--- src/hw/pips_pkg.sv ---
// Purpose: Shared constants for the power-up init and park sequencer
// Assumes: 40 MHz system clock
// Notes:   Times are kept in their own units; cycle counts derive from them
`default_nettype none
package pips_pkg;
    // ------------------------------------------------------------
    // Clock and timing
    // ------------------------------------------------------------
    localparam int unsigned CLK_HZ         = 40_000_000;  // System clock rate
    localparam int unsigned PARK_FILT_NS   = 150;         // Slow-edge filter span
    // Least time rounds up
    localparam int unsigned PARK_FILT_CYC  = (PARK_FILT_NS * (CLK_HZ / 1_000_000) + 999) / 1000;
    localparam int unsigned PARK_WIN_US    = 500;         // Park budget before supplies fail
    // Longest time rounds down
    localparam int unsigned PARK_WIN_CYC   = PARK_WIN_US * (CLK_HZ / 1_000_000);
    // ------------------------------------------------------------
    // Default step lengths of the init routine and counter widths
    // ------------------------------------------------------------
    localparam int unsigned PLL_LOCK_CYC   = 64;          // Plain default, no lock input
    localparam int unsigned CFG_WORDS      = 16;          // Plain default image size
    localparam int unsigned CFG_CNT_W      = 16;          // Word counter width
    localparam int unsigned FILT_CNT_W     = 8;           // Filter counter width
    localparam int unsigned PARK_CNT_W     = 16;          // Park counter width
    // ------------------------------------------------------------
    // Reset levels of outputs
    // ------------------------------------------------------------
    localparam logic        BUSY_IDLE      = 1'b0;        // Busy low while reset held
    localparam logic        OE_OFF         = 1'b1;        // Output enable is low-active
    localparam logic        OE_ON          = 1'b0;
    localparam logic        CS_IDLE        = 1'b1;        // Chip select idles high
    // ------------------------------------------------------------
    // Sequencer states
    // ------------------------------------------------------------
    typedef enum logic [2:0] {
        PIPS_RESET,
        PIPS_PLL_LOCK,
        PIPS_CFG_LOAD,
        PIPS_RUN,
        PIPS_PARKING,
        PIPS_PARKED
    } pips_state_e;
endpackage
`default_nettype wire

--- src/hw/pips_park_filter.sv ---
// Purpose: Synchronise and deglitch the power-good park input
// Assumes: Pin is asynchronous to clk_sys
// Notes:   Output changes only after input is stable for the full span
`default_nettype none
module pips_park_filter #(
    parameter int unsigned FILT_CYC = pips_pkg::PARK_FILT_CYC
) (
    // Clock, reset, enable
    input  wire logic clk_sys,
    input  wire logic srst,
    input  wire logic clk_en,
    // Pin and filtered level
    input  wire logic park_pin,
    output logic      park_filt_q
);
    import pips_pkg::*;

    // Elaboration check: the counter must be able to reach the span
    if (FILT_CYC < 1 || FILT_CYC >= (1 << FILT_CNT_W)) begin
        $error("pips_park_filter: FILT_CYC out of range");
    end

    logic                  sync1_q;   // First stage, read only by sync2
    logic                  sync2_q;   // Settled level
    logic [FILT_CNT_W-1:0] cnt_q;     // Stability counter

    // ------------------------------------------------------------
    // Two-stage synchroniser
    // ------------------------------------------------------------
    // Park resets high so a reset exit does not fake a falling edge
    always_ff @(posedge clk_sys) begin
        if (srst) begin
            sync1_q <= 1'b1;
            sync2_q <= 1'b1;
        end else if (clk_en) begin
            sync1_q <= park_pin;
            sync2_q <= sync1_q;
        end
    end

    // ------------------------------------------------------------
    // Deglitch filter
    // ------------------------------------------------------------
    // ignore slow-edge chatter
    always_ff @(posedge clk_sys) begin
        if (srst) begin
            cnt_q       <= '0;
            park_filt_q <= 1'b1;
        end else if (clk_en) begin
            if (sync2_q == park_filt_q) begin
                // Agreeing level restarts the window
                cnt_q <= '0;
            end else if (cnt_q == FILT_CNT_W'(FILT_CYC)) begin
                park_filt_q <= sync2_q;
                cnt_q       <= '0;
            end else begin
                cnt_q <= cnt_q + 1'b1;
            end
        end
    end
endmodule
`default_nettype wire

--- src/hw/pips_top.sv ---
// Purpose: Power-up init sequencer with supply-fail park handshake
// Assumes: srst mirrors the board reset, already synchronous to clk_sys
// Notes:   Output enables are active low; high means released
`default_nettype none
module pips_top
    import pips_pkg::*;
#(
    parameter int unsigned LOCK_CYC  = pips_pkg::PLL_LOCK_CYC,
    parameter int unsigned CFG_LEN   = pips_pkg::CFG_WORDS,
    parameter int unsigned PARK_CYC  = pips_pkg::PARK_WIN_CYC
) (
    // Clock, reset, enable
    input  wire logic clk_sys,
    input  wire logic srst,
    input  wire logic clk_en,
    // Power monitor
    input  wire logic park_pin,
    // Flash word-fetch handshake from the flash reader
    input  wire logic cfg_word_done,
    output logic      cfg_fetch_req_q,
    // Status to host
    output logic      init_busy_output_q,
    output logic      init_busy_output_oe_n_q,
    output logic      park_active_q,
    output logic      parked_q,
    // Mirror and light control
    output logic      mirror_power_enable_q,
    output logic      mirror_power_enable_oe_n_q,
    output logic      light_driver_on_q,
    output logic      light_driver_on_oe_n_q,
    output logic      light_select_0_q,
    output logic      light_select_1_q,
    output logic      light_select_oe_n_q,
    // Serial flash pins
    output logic      flash_serial_clock_q,
    output logic      flash_serial_out_q,
    output logic      flash_chip_select_n_q,
    output logic      flash_oe_n_q,
    // Shared bidirectional data enable
    output logic      bidir_oe_n_q
);
    // Elaboration checks: larger counts would wrap the step counters
    if (LOCK_CYC < 1 || LOCK_CYC >= (1 << CFG_CNT_W)) begin
        $error("pips_top: LOCK_CYC out of range");
    end
    if (CFG_LEN < 1 || CFG_LEN >= (1 << CFG_CNT_W)) begin
        $error("pips_top: CFG_LEN out of range");
    end
    if (PARK_CYC < 1 || PARK_CYC >= (1 << PARK_CNT_W)) begin
        $error("pips_top: PARK_CYC out of range");
    end

    // ------------------------------------------------------------
    // Declarations
    // ------------------------------------------------------------
    pips_state_e           state_q;      // Sequencer state
    pips_state_e           state_d;      // Next state
    logic                  park_filt;    // Filtered park level
    logic                  park_prev_q;  // For edge detection
    logic                  park_fall;    // Falling edge pulse
    logic [CFG_CNT_W-1:0]  step_cnt_q;   // Lock wait or word count
    logic [PARK_CNT_W-1:0] park_cnt_q;   // Park progress
    logic                  step_last;    // Current step finishes

    // ------------------------------------------------------------
    // Park input filter
    // ------------------------------------------------------------
    pips_park_filter #(
        .FILT_CYC (PARK_FILT_CYC)
    ) u_filt (
        .clk_sys     (clk_sys),
        .srst        (srst),
        .clk_en      (clk_en),
        .park_pin    (park_pin),
        .park_filt_q (park_filt)
    );

    // ------------------------------------------------------------
    // Park edge detect
    // ------------------------------------------------------------
    always_ff @(posedge clk_sys) begin
        if (srst) begin
            park_prev_q <= 1'b1;
        end else if (clk_en) begin
            park_prev_q <= park_filt;
        end
    end

    assign park_fall = park_prev_q & ~park_filt;

    // ------------------------------------------------------------
    // Step end detection
    // ------------------------------------------------------------
    always_comb begin
        step_last = 1'b0;
        unique case (state_q)
            PIPS_PLL_LOCK: step_last = (step_cnt_q == CFG_CNT_W'(LOCK_CYC - 1));
            PIPS_CFG_LOAD: step_last = cfg_word_done && (step_cnt_q == CFG_CNT_W'(CFG_LEN - 1));
            PIPS_PARKING:  step_last = (park_cnt_q == PARK_CNT_W'(PARK_CYC - 1));
            PIPS_RESET,
            PIPS_RUN,
            PIPS_PARKED:   step_last = 1'b0;
        endcase
    end

    // ------------------------------------------------------------
    // Next-state logic
    // ------------------------------------------------------------
    always_comb begin
        state_d = state_q;
        unique case (state_q)
            PIPS_RESET:    state_d = PIPS_PLL_LOCK;
            PIPS_PLL_LOCK: if (step_last) state_d = PIPS_CFG_LOAD;
            PIPS_CFG_LOAD: if (step_last) state_d = PIPS_RUN;
            PIPS_RUN:      state_d = PIPS_RUN;
            PIPS_PARKING:  if (step_last) state_d = PIPS_PARKED;
            PIPS_PARKED:   state_d = PIPS_PARKED;
        endcase
        // Supply warning overrides any init step
        if (park_fall && state_q != PIPS_PARKING && state_q != PIPS_PARKED) begin
            state_d = PIPS_PARKING;
        end
    end

    // ------------------------------------------------------------
    // State register
    // ------------------------------------------------------------
    always_ff @(posedge clk_sys) begin
        if (srst) begin
            state_q <= PIPS_RESET;
        end else if (clk_en) begin
            state_q <= state_d;
        end
    end

    // ------------------------------------------------------------
    // Step counter for lock wait and config words
    // ------------------------------------------------------------
    always_ff @(posedge clk_sys) begin
        if (srst) begin
            step_cnt_q <= '0;
        end else if (clk_en) begin
            if (state_d != state_q) begin
                step_cnt_q <= '0;
            end else if (state_q == PIPS_PLL_LOCK) begin
                step_cnt_q <= step_cnt_q + 1'b1;
            end else if (state_q == PIPS_CFG_LOAD && cfg_word_done) begin
                // Counts words as the flash reader delivers them
                step_cnt_q <= step_cnt_q + 1'b1;
            end
        end
    end

    // ------------------------------------------------------------
    // Park progress counter
    // ------------------------------------------------------------
    // Sized to the 500 us window the monitor guarantees
    always_ff @(posedge clk_sys) begin
        if (srst) begin
            park_cnt_q <= '0;
        end else if (clk_en) begin
            if (state_q == PIPS_PARKING) begin
                park_cnt_q <= park_cnt_q + 1'b1;
            end else begin
                park_cnt_q <= '0;
            end
        end
    end

    // ------------------------------------------------------------
    // Busy indicator
    // ------------------------------------------------------------
    always_ff @(posedge clk_sys) begin
        if (srst) begin
            init_busy_output_q      <= BUSY_IDLE;
            init_busy_output_oe_n_q <= OE_ON;
        end else if (clk_en) begin
            init_busy_output_q <= (state_d == PIPS_PLL_LOCK) || (state_d == PIPS_CFG_LOAD);
        end
    end

    // ------------------------------------------------------------
    // Flash fetch request and flash pins
    // ------------------------------------------------------------
    // Pin toggling itself belongs to the flash reader; this holds the idle levels
    always_ff @(posedge clk_sys) begin
        if (srst) begin
            cfg_fetch_req_q       <= 1'b0;
            flash_serial_clock_q  <= 1'b0;
            flash_serial_out_q    <= 1'b0;
            flash_chip_select_n_q <= CS_IDLE;
            flash_oe_n_q          <= OE_OFF;
        end else if (clk_en) begin
            cfg_fetch_req_q       <= (state_d == PIPS_CFG_LOAD);
            flash_chip_select_n_q <= (state_d != PIPS_CFG_LOAD);
            flash_oe_n_q          <= OE_ON;
        end
    end

    // ------------------------------------------------------------
    // Mirror and light control
    // ------------------------------------------------------------
    always_ff @(posedge clk_sys) begin
        if (srst) begin
            mirror_power_enable_q      <= 1'b0;
            light_driver_on_q          <= 1'b0;
            light_select_0_q           <= 1'b0;
            light_select_1_q           <= 1'b0;
            mirror_power_enable_oe_n_q <= OE_OFF;
            light_driver_on_oe_n_q     <= OE_OFF;
            light_select_oe_n_q        <= OE_OFF;
        end else if (clk_en) begin
            mirror_power_enable_oe_n_q <= OE_ON;
            light_driver_on_oe_n_q     <= OE_ON;
            light_select_oe_n_q        <= OE_ON;
            // Mirror power stays up while parking so mirrors can settle
            mirror_power_enable_q      <= (state_d == PIPS_RUN) || (state_d == PIPS_PARKING);
            // Light off as soon as parking starts
            light_driver_on_q          <= (state_d == PIPS_RUN);
        end
    end

    // ------------------------------------------------------------
    // Bidirectional enable and park status
    // ------------------------------------------------------------
    always_ff @(posedge clk_sys) begin
        if (srst) begin
            bidir_oe_n_q  <= OE_OFF;
            park_active_q <= 1'b0;
            parked_q      <= 1'b0;
        end else if (clk_en) begin
            bidir_oe_n_q  <= (state_d != PIPS_RUN);
            park_active_q <= (state_d == PIPS_PARKING);
            parked_q      <= (state_d == PIPS_PARKED);
        end
    end
endmodule
`default_nettype wire

--- config.mk ---
export PLATFORM = sky130hd
export DESIGN_NAME = pips_top
export DESIGN_NICKNAME = d
export VERILOG_FILES = /design/src/hw/pips_pkg.sv /design/src/hw/pips_park_filter.sv /design/src/hw/pips_top.sv
export SDC_FILE = /design/constraint.sdc
export NUM_CORES = 1
export LEC_CHECK = 0
export ABC_AREA = 1
export BUFFER_PORTS_ARGS = -buffer_cell sky130_fd_sc_hd__clkbuf_2
export CAP_MARGIN = 30
export CORE_MARGIN = 10
export CORE_UTILIZATION = 47
export DETAILED_ROUTE_END_ITERATION = 6
export GPL_TIMING_DRIVEN = 0
export PLACE_DENSITY_LB_ADDON = 0.05
export SLEW_MARGIN = 5
export SYNTH_ARGS = -nofsm -noshare
export SYNTH_HDL_FRONTEND = slang
export SYNTH_SLANG_ARGS = --single-unit
--- constraint.sdc ---
create_clock -name clk_sys -period 2.7 [get_ports clk_sys]
set_input_delay 0.54 -clock clk_sys [delete_from_list [all_inputs] [get_ports clk_sys]]
set_output_delay 0.54 -clock clk_sys [all_outputs]
set_load 0.05 [all_outputs]
==> insert_results.sql, run 1 <==
INSERT INTO impl_metrics (metric_group, metric, value, unit) VALUES
('timing', 'worstMarginPinSlew', '710', 'ps'),
('clock_tree', 'post_cts.repair.setup_buffers', '0', ''),
('floorplan', 'placement_rows', '29', ''),
('pwr', 'netSwitchingPower', '0.000493', 'W'),
('synthesis', 'post-synth-top-count-cell', 'sky130_fd_sc_hd__nand2_1', ''),
('timing', 'tns', '0', 'ps'),
('setup_path', 'worst_ep_required_time', '2940', 'ps'),
('routing', 'dr.pass1.iters', '4', ''),
('clock_tree', 'tritoncts_clock_tree', 'built', ''),
('routing', 'routed_wire_length_per_instance', '13.0', 'um'),
('clock_tree', 'h-tree-depth', '2', ''),
('clock_tree', 'post_cts_hold_buffer_count', '0', ''),
('cells_and_area', 'multi_input_area', '1780', 'um2'),
('synthesis', 'compound_cell_area_share_of_the_yosys_netlist', '13.5', '%'),
('synthesis', 'post_synth_and_or_nand_nor_area_fraction', '34.5', '%'),
('pwr', 'share_comb_of_total_power', '17.5', '%'),
('synthesis', 'synth_cell_types', '43', ''),
('synthesis', 'synth.area.top_cells', 'sky130_fd_sc_hd__dfxtp_1 (35%), sky130_fd_sc_hd__nand2_1 (11%), sky130_fd_sc_hd__nor2_1 (7.2%), sky130_fd_sc_hd__nand3_1 (6.9%), sky130_fd_sc_hd__a21oi_1 (4.5%)', ''),
('global_route', 'wire_length_of_the_first_global_routing_pass', '12500', 'um'),
('routing', 'detailedRoute.firstIterationViolations', '116', ''),
('clock_tree', 'clk_sink_count', '56', ''),
('synthesis', 'netlist_top_cells_count', 'sky130_fd_sc_hd__nand2_1 (91), sky130_fd_sc_hd__nor2_1 (61), sky130_fd_sc_hd__dfxtp_1 (56)', ''),
('synthesis', 'ys_ff_latch', '56', ''),
('cells_and_area', 'finish.net_count', '495', ''),
('global_route', 'grt_antenna_before_repair', '0', ''),
('pwr', 'power_frac_clock', '29.2', '%'),
('cells_and_area', 'finish.instance_area', '3460', 'um2'),
('synthesis', 'synth_xor_xnor_area_share', '4.62', '%'),
('pwr', 'maximum_vdd_ir_drop', '279', 'uV'),
('synthesis', 'synth_top_cell_area_share', '35.1', '%'),
('floorplan', 'top_level_ports', '22', ''),
('timing', 'rsz0062_at_grt', 'no', ''),
('timing', 'setup_violations', '0', ''),
('timing', 'hold_violations', '0', ''),
('hold_path', 'worstHoldPathType', 'in -> reg', ''),
('synthesis', 'synth-edff-count', '0', ''),
('cells_and_area', 'area_grow_syn2layout', '8.38', '%'),
('placement', 'dp_slack', '398', 'ps'),
('timing', 'worst_rel_slew_slack', '52.7', '%'),
('synthesis', 'synth_area', '3200', 'um2'),
('clock_tree', 'clk_root_buffer_cell', 'sky130_fd_sc_hd__clkbuf_8', ''),
('placement', 'dp_hpwl', '5550', 'um'),
('synthesis', 'synth-seq-area-share', '35.1', '%'),
('global_route', 'via_count_of_the_first_global_routing_pass', '2733', ''),
('clock_tree', 'clk_latency', '310', 'ps'),
('synthesis', 'post_synthesis_adder_cell_area_fraction', '2.35', '%'),
('clock_tree', 'cts-buffers-inserted', '5', ''),
('status', 'status', 'completed', ''),
('pwr', 'power', '0.00160', 'W'),
('floorplan', 'die-width', '102', 'um'),
('timing', 'setup_ws', '334', 'ps'),
('setup_path', 'critPathSlowestCell', 'sky130_fd_sc_hd__dfxtp_1', ''),
('setup_path', 'cp_data_arrival_time', '2600', 'ps'),
('floorplan', 'die_y', '102', 'um'),
('floorplan', 'floorplan.initialDensity', '49.2', '%'),
('setup_path', 'critPathBufInv', '2', ''),
('setup_path', 'setup.worst_path.class', 'reg -> reg', ''),
('clock_tree', 'cts_repair_resize_count', '0', ''),
('setup_path', 'worst_path_largest_cell_delay', '370', 'ps'),
('global_route', 'total_routing_usage_reported_by_global_routing', '14.3', '%'),
('setup_path', 'cp-end-kind', 'register', ''),
('placement', 'port-buffer-count', '14', ''),
('pwr', 'p_leak', '1.31', 'nW'),
('synthesis', 'syn-instance-count', '459', ''),
('synthesis', 'yosys.area.top_type', 'sky130_fd_sc_hd__dfxtp_1', ''),
('timing', 'max_freq', '0.423', 'GHz'),
('routing', 'detail_route.vias_per_cell', '5.14', ''),
('synthesis', 'synth_top_family_by_area', 'simple AND/OR/NAND/NOR gates', ''),
('global_route', 'grt_max_degree', '18', ''),
('timing', 'min_period', '2370', 'ps'),
('pwr', 'p_seq_share', '53.3', '%');
## per-layer routing
metal	part of all wire, %	vias up	GRT usage [%]
met1	48	1307	18.1
met2	48	32	24.4
met4	1.1	0	3.15
met3	2.5	8	2.97
met5	0	-	0
li1	-	1541	-
## worst register-to-register path: cells and delay by family, from the launching register on
kind / cells / cell delay [ps]
buf+inv: 2 / 240
flops: 1 / 370
simple gates: 13 / 1280
fa+ha+maj: 1 / 260
compound gates: 1 / 120
## area by class of cell
| type | count | area share (%) |
|---|---|---|
| Buffer | 23 | 4.44 |
| Clock buffer | 6 | 2.09 |
| Clock inverter | 2 | 0.397 |
| Inverter | 43 | 4.66 |
| Multi-Input combinational cell | 341 | 51.2 |
| Sequential cell | 56 | 32.4 |
| Tap cell | 77 | 2.78 |
| Timing Repair Buffer | 14 | 2.02 |
## power by group through the flow
stage	clock network (W)	logic (W)	registers, W
after floorplan	0	0.000204	0.000892
after CTS	0.000483	0.000283	0.000855
after global placement	0	0.000281	0.000873
final	0.000468	0.000280	0.000855
after global routing	0.000517	0.000311	0.000857
after detailed placement	0	0.000282	0.000874
## sequential cells by signal, indices dropped and copies added, names as in the netlist, 3 cells and up
name	flops
step_cnt_q	16
state_q	3
u_filt.cnt_q	8
park_cnt_q	16
## cells by family after synthesis
kind of cell | Yosys count
AO/OA/AOI/OAI | 70
XOR/XNOR | 16
other | 1
flip-flops | 56
AND/OR/NAND/NOR | 244
buffers and inverters | 66
adder cells (fa/ha/maj) | 6
## placed cells by master (no fill, tap or decap), drive strengths merged, types with 2 or more instances in the layout
master	Yosys	layout
dfxtp	56	56
nor4	5	5
a31oi	2	2
or2	2	2
a21oi	40	40
nand2	104	104
inv	41	42
nor2	63	63
clkinv	2	3
buf	16	16
a221oi	3	3
o22ai	2	2
o21ai	15	15
ha	6	6
nand4	8	8
o21a	3	3
nor3	15	15
clkbuf	7	27
conb	1	5
xor2	11	11
xnor2	5	5
nand3	46	46
## per-stage QoR
step | instances | hold slack [ps] | util [%]
after floorplan | 463 | 429 | -
after global placement | 554 | 439 | 52.0
after detailed placement | 554 | 444 | 52.0
after CTS | 562 | 428 | 53.3
after global routing | 562 | 447 | 53.3
final | 562 | 429 | 53.3
## worst paths after layout
path / from / endpoint / slack [ps] / depth (start not counted)
setup reg to reg: step_cnt_q[0]$_SDFFE_PP0P_ / step_cnt_q[9]$_SDFFE_PP0P_ / 330 / 17
hold reg to reg: flash_chip_select_n_q$_SDFFE_PP1P_ / flash_chip_select_n_q$_SDFFE_PP1P_ / 460 / 2
setup / recovery: step_cnt_q[0]$_SDFFE_PP0P_ / step_cnt_q[9]$_SDFFE_PP0P_ / 330 / 17
hold / removal: park_pin / u_filt.sync1_q$_SDFFE_PP1P_ / 430 / 3
Power figures use the tool's default switching activity.
==> inputs of run 2 (changes only) <==
- BUFFER_PORTS_ARGS: -buffer_cell sky130_fd_sc_hd__clkbuf_2 -> unset
- DONT_BUFFER_PORTS: unset -> 1
- PLACE_DENSITY_LB_ADDON: 0.05 -> 0.3
==> run 2 against run 1 <==
Sequential power increased by 2.5%. Highest routed layer unchanged. Global-route usage decreased by 0.30 points. Sequential share of layout area increased by 0.60 points. Critical endpoint is now step_cnt_q[15]$_SDFFE_PP0P_. First-iteration DRC count increased by 53%. Register-to-register slack about the same. Via count increased by 0.80%. Clock power increased by 6.4%. Flip-flop and latch count unchanged. Setup slack got worse by 6.9 ps. Combinational power decreased by 10%. Cell count decreased by 2.5%. Core utilization decreased by 0.96 points.
==> insert_results.sql, run 2 (synthesis gave the netlist of run 1 again) <==
INSERT INTO impl_metrics (metric_group, metric, value, unit) VALUES
('clock_tree', 'tritoncts_clock_tree', 'built', ''),
('routing', 'routed_wire_length_per_instance', '12.9', 'um'),
('global_route', 'via_count_of_the_first_global_routing_pass', '2681', ''),
('routing', 'detailedRoute.firstIterationViolations', '178', ''),
('cells_and_area', 'layout.cells.most_common', 'sky130_fd_sc_hd__nand2_1', ''),
('clock_tree', 'h-tree-depth', '2', ''),
('cells_and_area', 'diodes', '0', ''),
('placement', 'gpl.final_weighted_congestion', '0.928', ''),
('pwr', 'power_frac_clock', '30.7', '%'),
('floorplan', 'floorplan.core_area', '6490', 'um2'),
('status', 'status', 'completed', ''),
('floorplan', 'top_level_ports', '22', ''),
('setup_path', 'cp-end-kind', 'register', ''),
('pwr', 'cellInternalPower', '0.00111', 'W'),
('routing', 'dr.pass1.iters', '5', ''),
('cells_and_area', 'num-fill-cells', '673', ''),
('floorplan', 'die_y', '102', 'um'),
('floorplan', 'die_area', '10500', 'um2'),
('cells_and_area', 'area.sequential', '1120', 'um2'),
('placement', 'port-buffer-count', '0', ''),
('cells_and_area', 'multi_input_area', '1780', 'um2'),
('timing', 'worstMarginPinSlew', '696', 'ps'),
('timing', 'hold_violations', '0', ''),
('routing', 'final_antenna_net_count', '0', ''),
('timing', 'rsz0062_at_grt', 'no', ''),
('floorplan', 'floorplan.initialDensity', '49.2', '%'),
('global_route', 'total_routing_usage_reported_by_global_routing', '14.0', '%'),
('clock_tree', 'post_cts.repair.setup_buffers', '0', ''),
('global_route', 'grt_max_degree', '20', ''),
('pwr', 'maximum_vdd_ir_drop', '313', 'uV'),
('setup_path', 'worst_ep_required_time', '2960', 'ps'),
('pwr', 'power.share.switching', '31.9', '%'),
('routing', 'detailroute.via_count', '2911', ''),
('timing', 'setup_violations', '0', ''),
('pwr', 'p_leak', '1.25', 'nW'),
('timing', 'worst_rel_slew_slack', '53.6', '%'),
('cells_and_area', 'largest_registers', 'park_cnt_q (16), step_cnt_q (16), u_filt.cnt_q (8)', ''),
('timing', 'tns', '0', 'ps'),
('flow_run', 'max_cap_violations', '0', ''),
('clock_tree', 'cts_repair_resize_count', '0', ''),
('timing', 'max_freq', '0.421', 'GHz'),
('clock_tree', 'clk_root_buffer_cell', 'sky130_fd_sc_hd__clkbuf_8', ''),
('routing', 'finalWirelength', '7080', 'um'),
('pwr', 'p_seq_share', '53.9', '%'),
('placement', 'dp_hpwl', '5190', 'um'),
('hold_path', 'worstHoldPathType', 'in -> reg', ''),
('global_route', 'wire_length_of_the_first_global_routing_pass', '12100', 'um'),
('cells_and_area', 'finish.net_count', '481', ''),
('setup_path', 'r2r_slack', '330', 'ps'),
('setup_path', 'setup.worst_path.class', 'reg -> reg', ''),
('floorplan', 'placement_rows', '29', ''),
('global_route', 'grt_overflow_total', '0', ''),
('clock_tree', 'post_cts_hold_buffer_count', '0', ''),
('setup_path', 'cp_data_arrival_time', '2630', 'ps'),
('routing', 'detail_route.vias_per_cell', '5.31', ''),
('clock_tree', 'clk_latency', '320', 'ps'),
('clock_tree', 'cts-buffers-inserted', '5', ''),
('cells_and_area', 'final_cell_mix', 'sky130_fd_sc_hd__nand2_1 (91), sky130_fd_sc_hd__nor2_1 (61), sky130_fd_sc_hd__dfxtp_1 (56), sky130_fd_sc_hd__nand3_1 (44), sky130_fd_sc_hd__inv_1 (37)', ''),
('pwr', 'netSwitchingPower', '0.000518', 'W'),
('routing', 'detail_route.drc_violations', '0', ''),
('pwr', 'share_comb_of_total_power', '15.4', '%'),
('floorplan', 'die-width', '102', 'um'),
('pwr', 'p_per_area', '478', 'nW/um2'),
('setup_path', 'timing.critical_path.from_type', 'register', ''),
('timing', 'finClkSkew', '13.8', 'ps'),
('cells_and_area', 'area_grow_syn2layout', '6.42', '%'),
('timing', 'report.final.slew_viol_count', '0', ''),
('global_route', 'grt_antenna_before_repair', '0', ''),
('clock_tree', 'clk_sink_count', '56', ''),
('timing', 'min_period', '2370', 'ps'),
('setup_path', 'worst-path-max-fanout', '10', ''),
('clock_tree', 'cts-root-to-sink-buffers', '2', ''),
('timing', 'final.period_utilization', '87.9', '%'),
('cells_and_area', 'drive_above_1_share', '12.1', '%'),
('cells_and_area', 'finalCoreUtilization', '52.4', '%'),
('clock_tree', 'cts.clk_slew.worst_paths', '110', 'ps');
## run 2: changes by cell type in the layout (fill, tap and decap cells not counted), sizes merged
cell / before / now
inv: 42 / 43
clkbuf: 27 / 12
clkinv: 3 / 2
clkinvlp: 0 / 1
## run 2: stage by stage
step	cells	instance area, um2	setup WS, ps	hold slack, ps	total power, W
floorplan	463	3210	696	429	0.00110
global placement	540	3310	416	443	0.00114
detailed placement	540	3310	365	457	0.00115
CTS	548	3400	344	332	0.00165
global route	548	3400	14.2	343	0.00169
finish	548	3400	327	334	0.00163
## run 2: final timing paths
kind	startpoint	to	depth (start not counted)
setup / recovery	step_cnt_q[0]$_SDFFE_PP0P_	step_cnt_q[15]$_SDFFE_PP0P_	17
hold / removal	park_pin	u_filt.sync1_q$_SDFFE_PP1P_	2
setup reg to reg	step_cnt_q[0]$_SDFFE_PP0P_	step_cnt_q[15]$_SDFFE_PP0P_	17
hold reg to reg	u_filt.sync1_q$_SDFFE_PP1P_	u_filt.sync1_q$_SDFFE_PP1P_	2
## run 2: power by group through the flow
stage,clock network [W],registers (W),logic [W]
floorplan,0,0.000892,0.000204
global placement,0,0.000895,0.000247
detailed placement,0,0.000896,0.000250
CTS,0.000519,0.000877,0.000250
global route,0.000539,0.000879,0.000276
finish,0.000498,0.000876,0.000251
## run 2: layer usage
metal	track usage [%]	wire length [um]	vias to the layer above
met5	0	0	-
met4	3.69	71	0
met3	3.71	346	7
met2	22.9	3310	51
met1	17.9	3350	1338
li1	-	-	1515
## run 2: critical path: stages (launching register included)
cell and delay (ps):
sky130_fd_sc_hd__dfxtp_1 370, sky130_fd_sc_hd__ha_1 260, sky130_fd_sc_hd__nand3_1 230, sky130_fd_sc_hd__clkinv_1 100, sky130_fd_sc_hd__nand3_1 90, sky130_fd_sc_hd__nand2_1 50, sky130_fd_sc_hd__nand2_1 80, sky130_fd_sc_hd__nand2_1 60
sky130_fd_sc_hd__nand2_1 50, sky130_fd_sc_hd__nand2_1 110, sky130_fd_sc_hd__nand3_1 90, sky130_fd_sc_hd__nand2_1 80, sky130_fd_sc_hd__nor2_4 140, sky130_fd_sc_hd__nand3_4 150, sky130_fd_sc_hd__nand2_4 120, sky130_fd_sc_hd__buf_12 140
sky130_fd_sc_hd__nand2_2 50, sky130_fd_sc_hd__a21oi_2 130
## run 2: final cells by class
type	instances	area share (%)
multi-input cells	341	52.2
flip-flops and latches	56	33.0
inverters	43	4.74
plain buffers	23	4.52
well taps	77	2.83
clock buffers	5	2.02
clock inverters	3	0.736
==> inputs of run 3 (changes only) <==
- CORE_UTILIZATION: 47 -> 40
- clock period: 2.7 -> 3.08 ns (I/O delays scaled with it)
==> run 3 against run 2 <==
Sequential power shrank 12%. Clock power shrank 15%. Total power shrank 13%. Flip-flop and latch count is the same. Sequential share of layout area shrank 0.26 points. Largest cell class unchanged. Combinational power shrank 13%.
==> insert_results.sql, run 3 (synthesis gave the netlist of run 1 again) <==
INSERT INTO impl_metrics (metric_group, metric, value, unit) VALUES
('setup_path', 'timing.critical_path.from_type', 'register', ''),
('timing', 'final.period_utilization', '75.9', '%'),
('cells_and_area', 'final_cell_mix', 'sky130_fd_sc_hd__nand2_1 (91), sky130_fd_sc_hd__nor2_1 (61), sky130_fd_sc_hd__dfxtp_1 (56), sky130_fd_sc_hd__nand3_1 (44), sky130_fd_sc_hd__inv_1 (37)', ''),
('placement', 'placedInstanceArea', '3340', 'um2'),
('setup_path', 'worst-path-max-fanout', '10', ''),
('global_route', 'via_count_of_the_first_global_routing_pass', '2739', ''),
('timing', 'hold_violations', '0', ''),
('clock_tree', 'tritoncts_clock_tree', 'built', ''),
('clock_tree', 'cts-buffers-inserted', '5', ''),
('hold_path', 'worstHoldPathType', 'in -> reg', ''),
('clock_tree', 'cts.clk_slew.worst_paths', '110', 'ps'),
('floorplan', 'top_level_ports', '22', ''),
('clock_tree', 'clk_sink_count', '56', ''),
('cells_and_area', 'area_grow_syn2layout', '7.28', '%'),
('cells_and_area', 'layout.cells.most_common', 'sky130_fd_sc_hd__nand2_1', ''),
('floorplan', 'die-width', '109', 'um'),
('setup_path', 'startpoint', 'step_cnt_q[0]$_SDFFE_PP0P_', ''),
('placement', 'gpl.final_weighted_congestion', '0.922', ''),
('cells_and_area', 'num-fill-cells', '804', ''),
('clock_tree', 'cts-root-to-sink-buffers', '2', ''),
('routing', 'detailroute.via_count', '2935', ''),
('timing', 'worstMarginPinSlew', '683', 'ps'),
('cells_and_area', 'finish.instance_area', '3430', 'um2'),
('floorplan', 'floorplan.initialDensity', '41.2', '%'),
('placement', 'port-buffer-count', '0', ''),
('status', 'status', 'completed', ''),
('timing', 'max_freq', '0.428', 'GHz'),
('pwr', 'p_leak', '1.25', 'nW'),
('clock_tree', 'post_cts.repair.setup_buffers', '0', ''),
('floorplan', 'placement_rows', '32', ''),
('global_route', 'grt_antenna_before_repair', '0', ''),
('global_route', 'total_routing_usage_reported_by_global_routing', '12.4', '%'),
('placement', 'dp_hpwl', '5380', 'um'),
('timing', 'finClkSkew', '8.41', 'ps'),
('routing', 'detailedRoute.firstIterationViolations', '180', ''),
('clock_tree', 'h-tree-depth', '2', ''),
('setup_path', 'cp-end-kind', 'register', ''),
('cells_and_area', 'multi_input_area', '1780', 'um2'),
('cells_and_area', 'diodes', '0', ''),
('timing', 'report.final.slew_viol_count', '0', ''),
('clock_tree', 'post_cts_hold_buffer_count', '0', ''),
('floorplan', 'die_y', '109', 'um'),
('timing', 'min_period', '2340', 'ps'),
('global_route', 'grt_overflow_total', '0', ''),
('setup_path', 'crit-reg2reg-capture', 'step_cnt_q[11]$_SDFFE_PP0P_', ''),
('global_route', 'wire_length_of_the_first_global_routing_pass', '12400', 'um'),
('flow_run', 'max_cap_violations', '0', ''),
('setup_path', 'critical_path.reg2reg.startpoint', 'step_cnt_q[0]$_SDFFE_PP0P_', ''),
('setup_path', 'critical_path.endpoint', 'step_cnt_q[11]$_SDFFE_PP0P_', ''),
('routing', 'detail_route.vias_per_cell', '5.12', ''),
('cells_and_area', 'finish.net_count', '481', ''),
('routing', 'final_antenna_net_count', '0', ''),
('clock_tree', 'clk_latency', '310', 'ps'),
('timing', 'rsz0062_at_grt', 'no', ''),
('routing', 'detail_route.drc_violations', '0', ''),
('floorplan', 'floorplan.core_area', '7770', 'um2'),
('setup_path', 'worst_ep_required_time', '3330', 'ps'),
('global_route', 'grt_max_degree', '19', ''),
('setup_path', 'r2r_slack', '740', 'ps'),
('clock_tree', 'cts_repair_resize_count', '0', ''),
('setup_path', 'reg2regPathDepth', '17', ''),
('pwr', 'p_per_area', '412', 'nW/um2'),
('routing', 'finalWirelength', '7160', 'um'),
('setup_path', 'setup.worst_path.class', 'reg -> reg', ''),
('clock_tree', 'clk_root_buffer_cell', 'sky130_fd_sc_hd__clkbuf_8', ''),
('cells_and_area', 'area.sequential', '1120', 'um2'),
('cells_and_area', 'drive_above_1_share', '12.1', '%'),
('routing', 'routed_wire_length_per_instance', '12.5', 'um'),
('timing', 'worst_rel_slew_slack', '54.0', '%'),
('pwr', 'maximum_vdd_ir_drop', '282', 'uV'),
('cells_and_area', 'largest_registers', 'park_cnt_q (16), step_cnt_q (16), u_filt.cnt_q (8)', ''),
('floorplan', 'die_area', '12000', 'um2'),
('setup_path', 'cp_data_arrival_time', '2590', 'ps'),
('routing', 'dr.pass1.iters', '4', ''),
('timing', 'tns', '0', 'ps'),
('timing', 'setup_violations', '0', '');
==> run 3: cell types whose count changed in the layout (fill, tap and decap cells not counted) <==
cell / before / now
sky130_fd_sc_hd__clkinv_2: 0 / 1
sky130_fd_sc_hd__inv_6: 2 / 1
==> run 3: how the worst min path moves through the flow <==
| stage | from | to | slack, ps | depth (start not counted) |
|---|---|---|---|---|
| after floorplan | u_filt.sync1_q$_SDFFE_PP1P_ | u_filt.sync1_q$_SDFFE_PP1P_ | 430 | 2 |
| after global placement | u_filt.sync1_q$_SDFFE_PP1P_ | u_filt.sync1_q$_SDFFE_PP1P_ | 440 | 2 |
| after detailed placement | u_filt.sync1_q$_SDFFE_PP1P_ | u_filt.sync1_q$_SDFFE_PP1P_ | 440 | 2 |
| after CTS | park_pin | u_filt.sync1_q$_SDFFE_PP1P_ | 420 | 2 |
| after global routing | park_pin | u_filt.sync1_q$_SDFFE_PP1P_ | 430 | 2 |
| final | park_pin | u_filt.sync1_q$_SDFFE_PP1P_ | 430 | 2 |
==> run 3: worst max-delay path: stages, from the launching register on <==
cell	delay, ps
sky130_fd_sc_hd__dfxtp_1	370
sky130_fd_sc_hd__ha_1	260
sky130_fd_sc_hd__nand3_1	210
sky130_fd_sc_hd__clkinv_1	100
sky130_fd_sc_hd__nand3_1	80
sky130_fd_sc_hd__nand2_1	50
sky130_fd_sc_hd__nand2_1	80
sky130_fd_sc_hd__nand2_1	60
sky130_fd_sc_hd__nand2_1	50
sky130_fd_sc_hd__nand2_1	110
sky130_fd_sc_hd__nand3_1	90
sky130_fd_sc_hd__nand2_1	80
sky130_fd_sc_hd__nor2_4	140
sky130_fd_sc_hd__nand3_4	140
sky130_fd_sc_hd__nand2_4	110
sky130_fd_sc_hd__buf_12	140
sky130_fd_sc_hd__nand2_2	60
sky130_fd_sc_hd__a21oi_2	130
==> run 3: through the flow <==
step                total power (W)  util [%]  std cells  hold WS [ps]  worst slack [ps]
finish                      0.00141      44.2        573           427               741
CTS                         0.00143      44.2        573           418               714
floorplan                  0.000961         -        463           429              1080
global placement            0.00100      43.0        565           440               710
global route                0.00148      44.2        573           432               404
detailed placement          0.00100      43.0        565           444               664
==> run 3: power breakdown <==
part           switching (W)  total [W]  internal (W)  leakage [nW]
registers          0.0000302   0.000768      0.000738         0.454
clock network       0.000262   0.000425      0.000162        0.0445
logic               0.000152   0.000219     0.0000663         0.747
total               0.000445    0.00141      0.000967          1.25
==> run 3: metal layers <==
layer,GRT usage (%),part of all wire (%),wire length [um]
met5,0,0,0
met4,2.97,1.3,93
met3,2.93,5.0,356
met2,20.8,47,3380
met1,15.8,47,3330
==> run 3: area by class of cell <==
cell class	instances	area share, %
Clock inverter	3	0.620
Clock buffer	5	2.01
Sequential cell	56	32.7
Multi-Input combinational cell	341	51.8
Inverter	43	4.71
Buffer	23	4.49
Tap cell	102	3.72
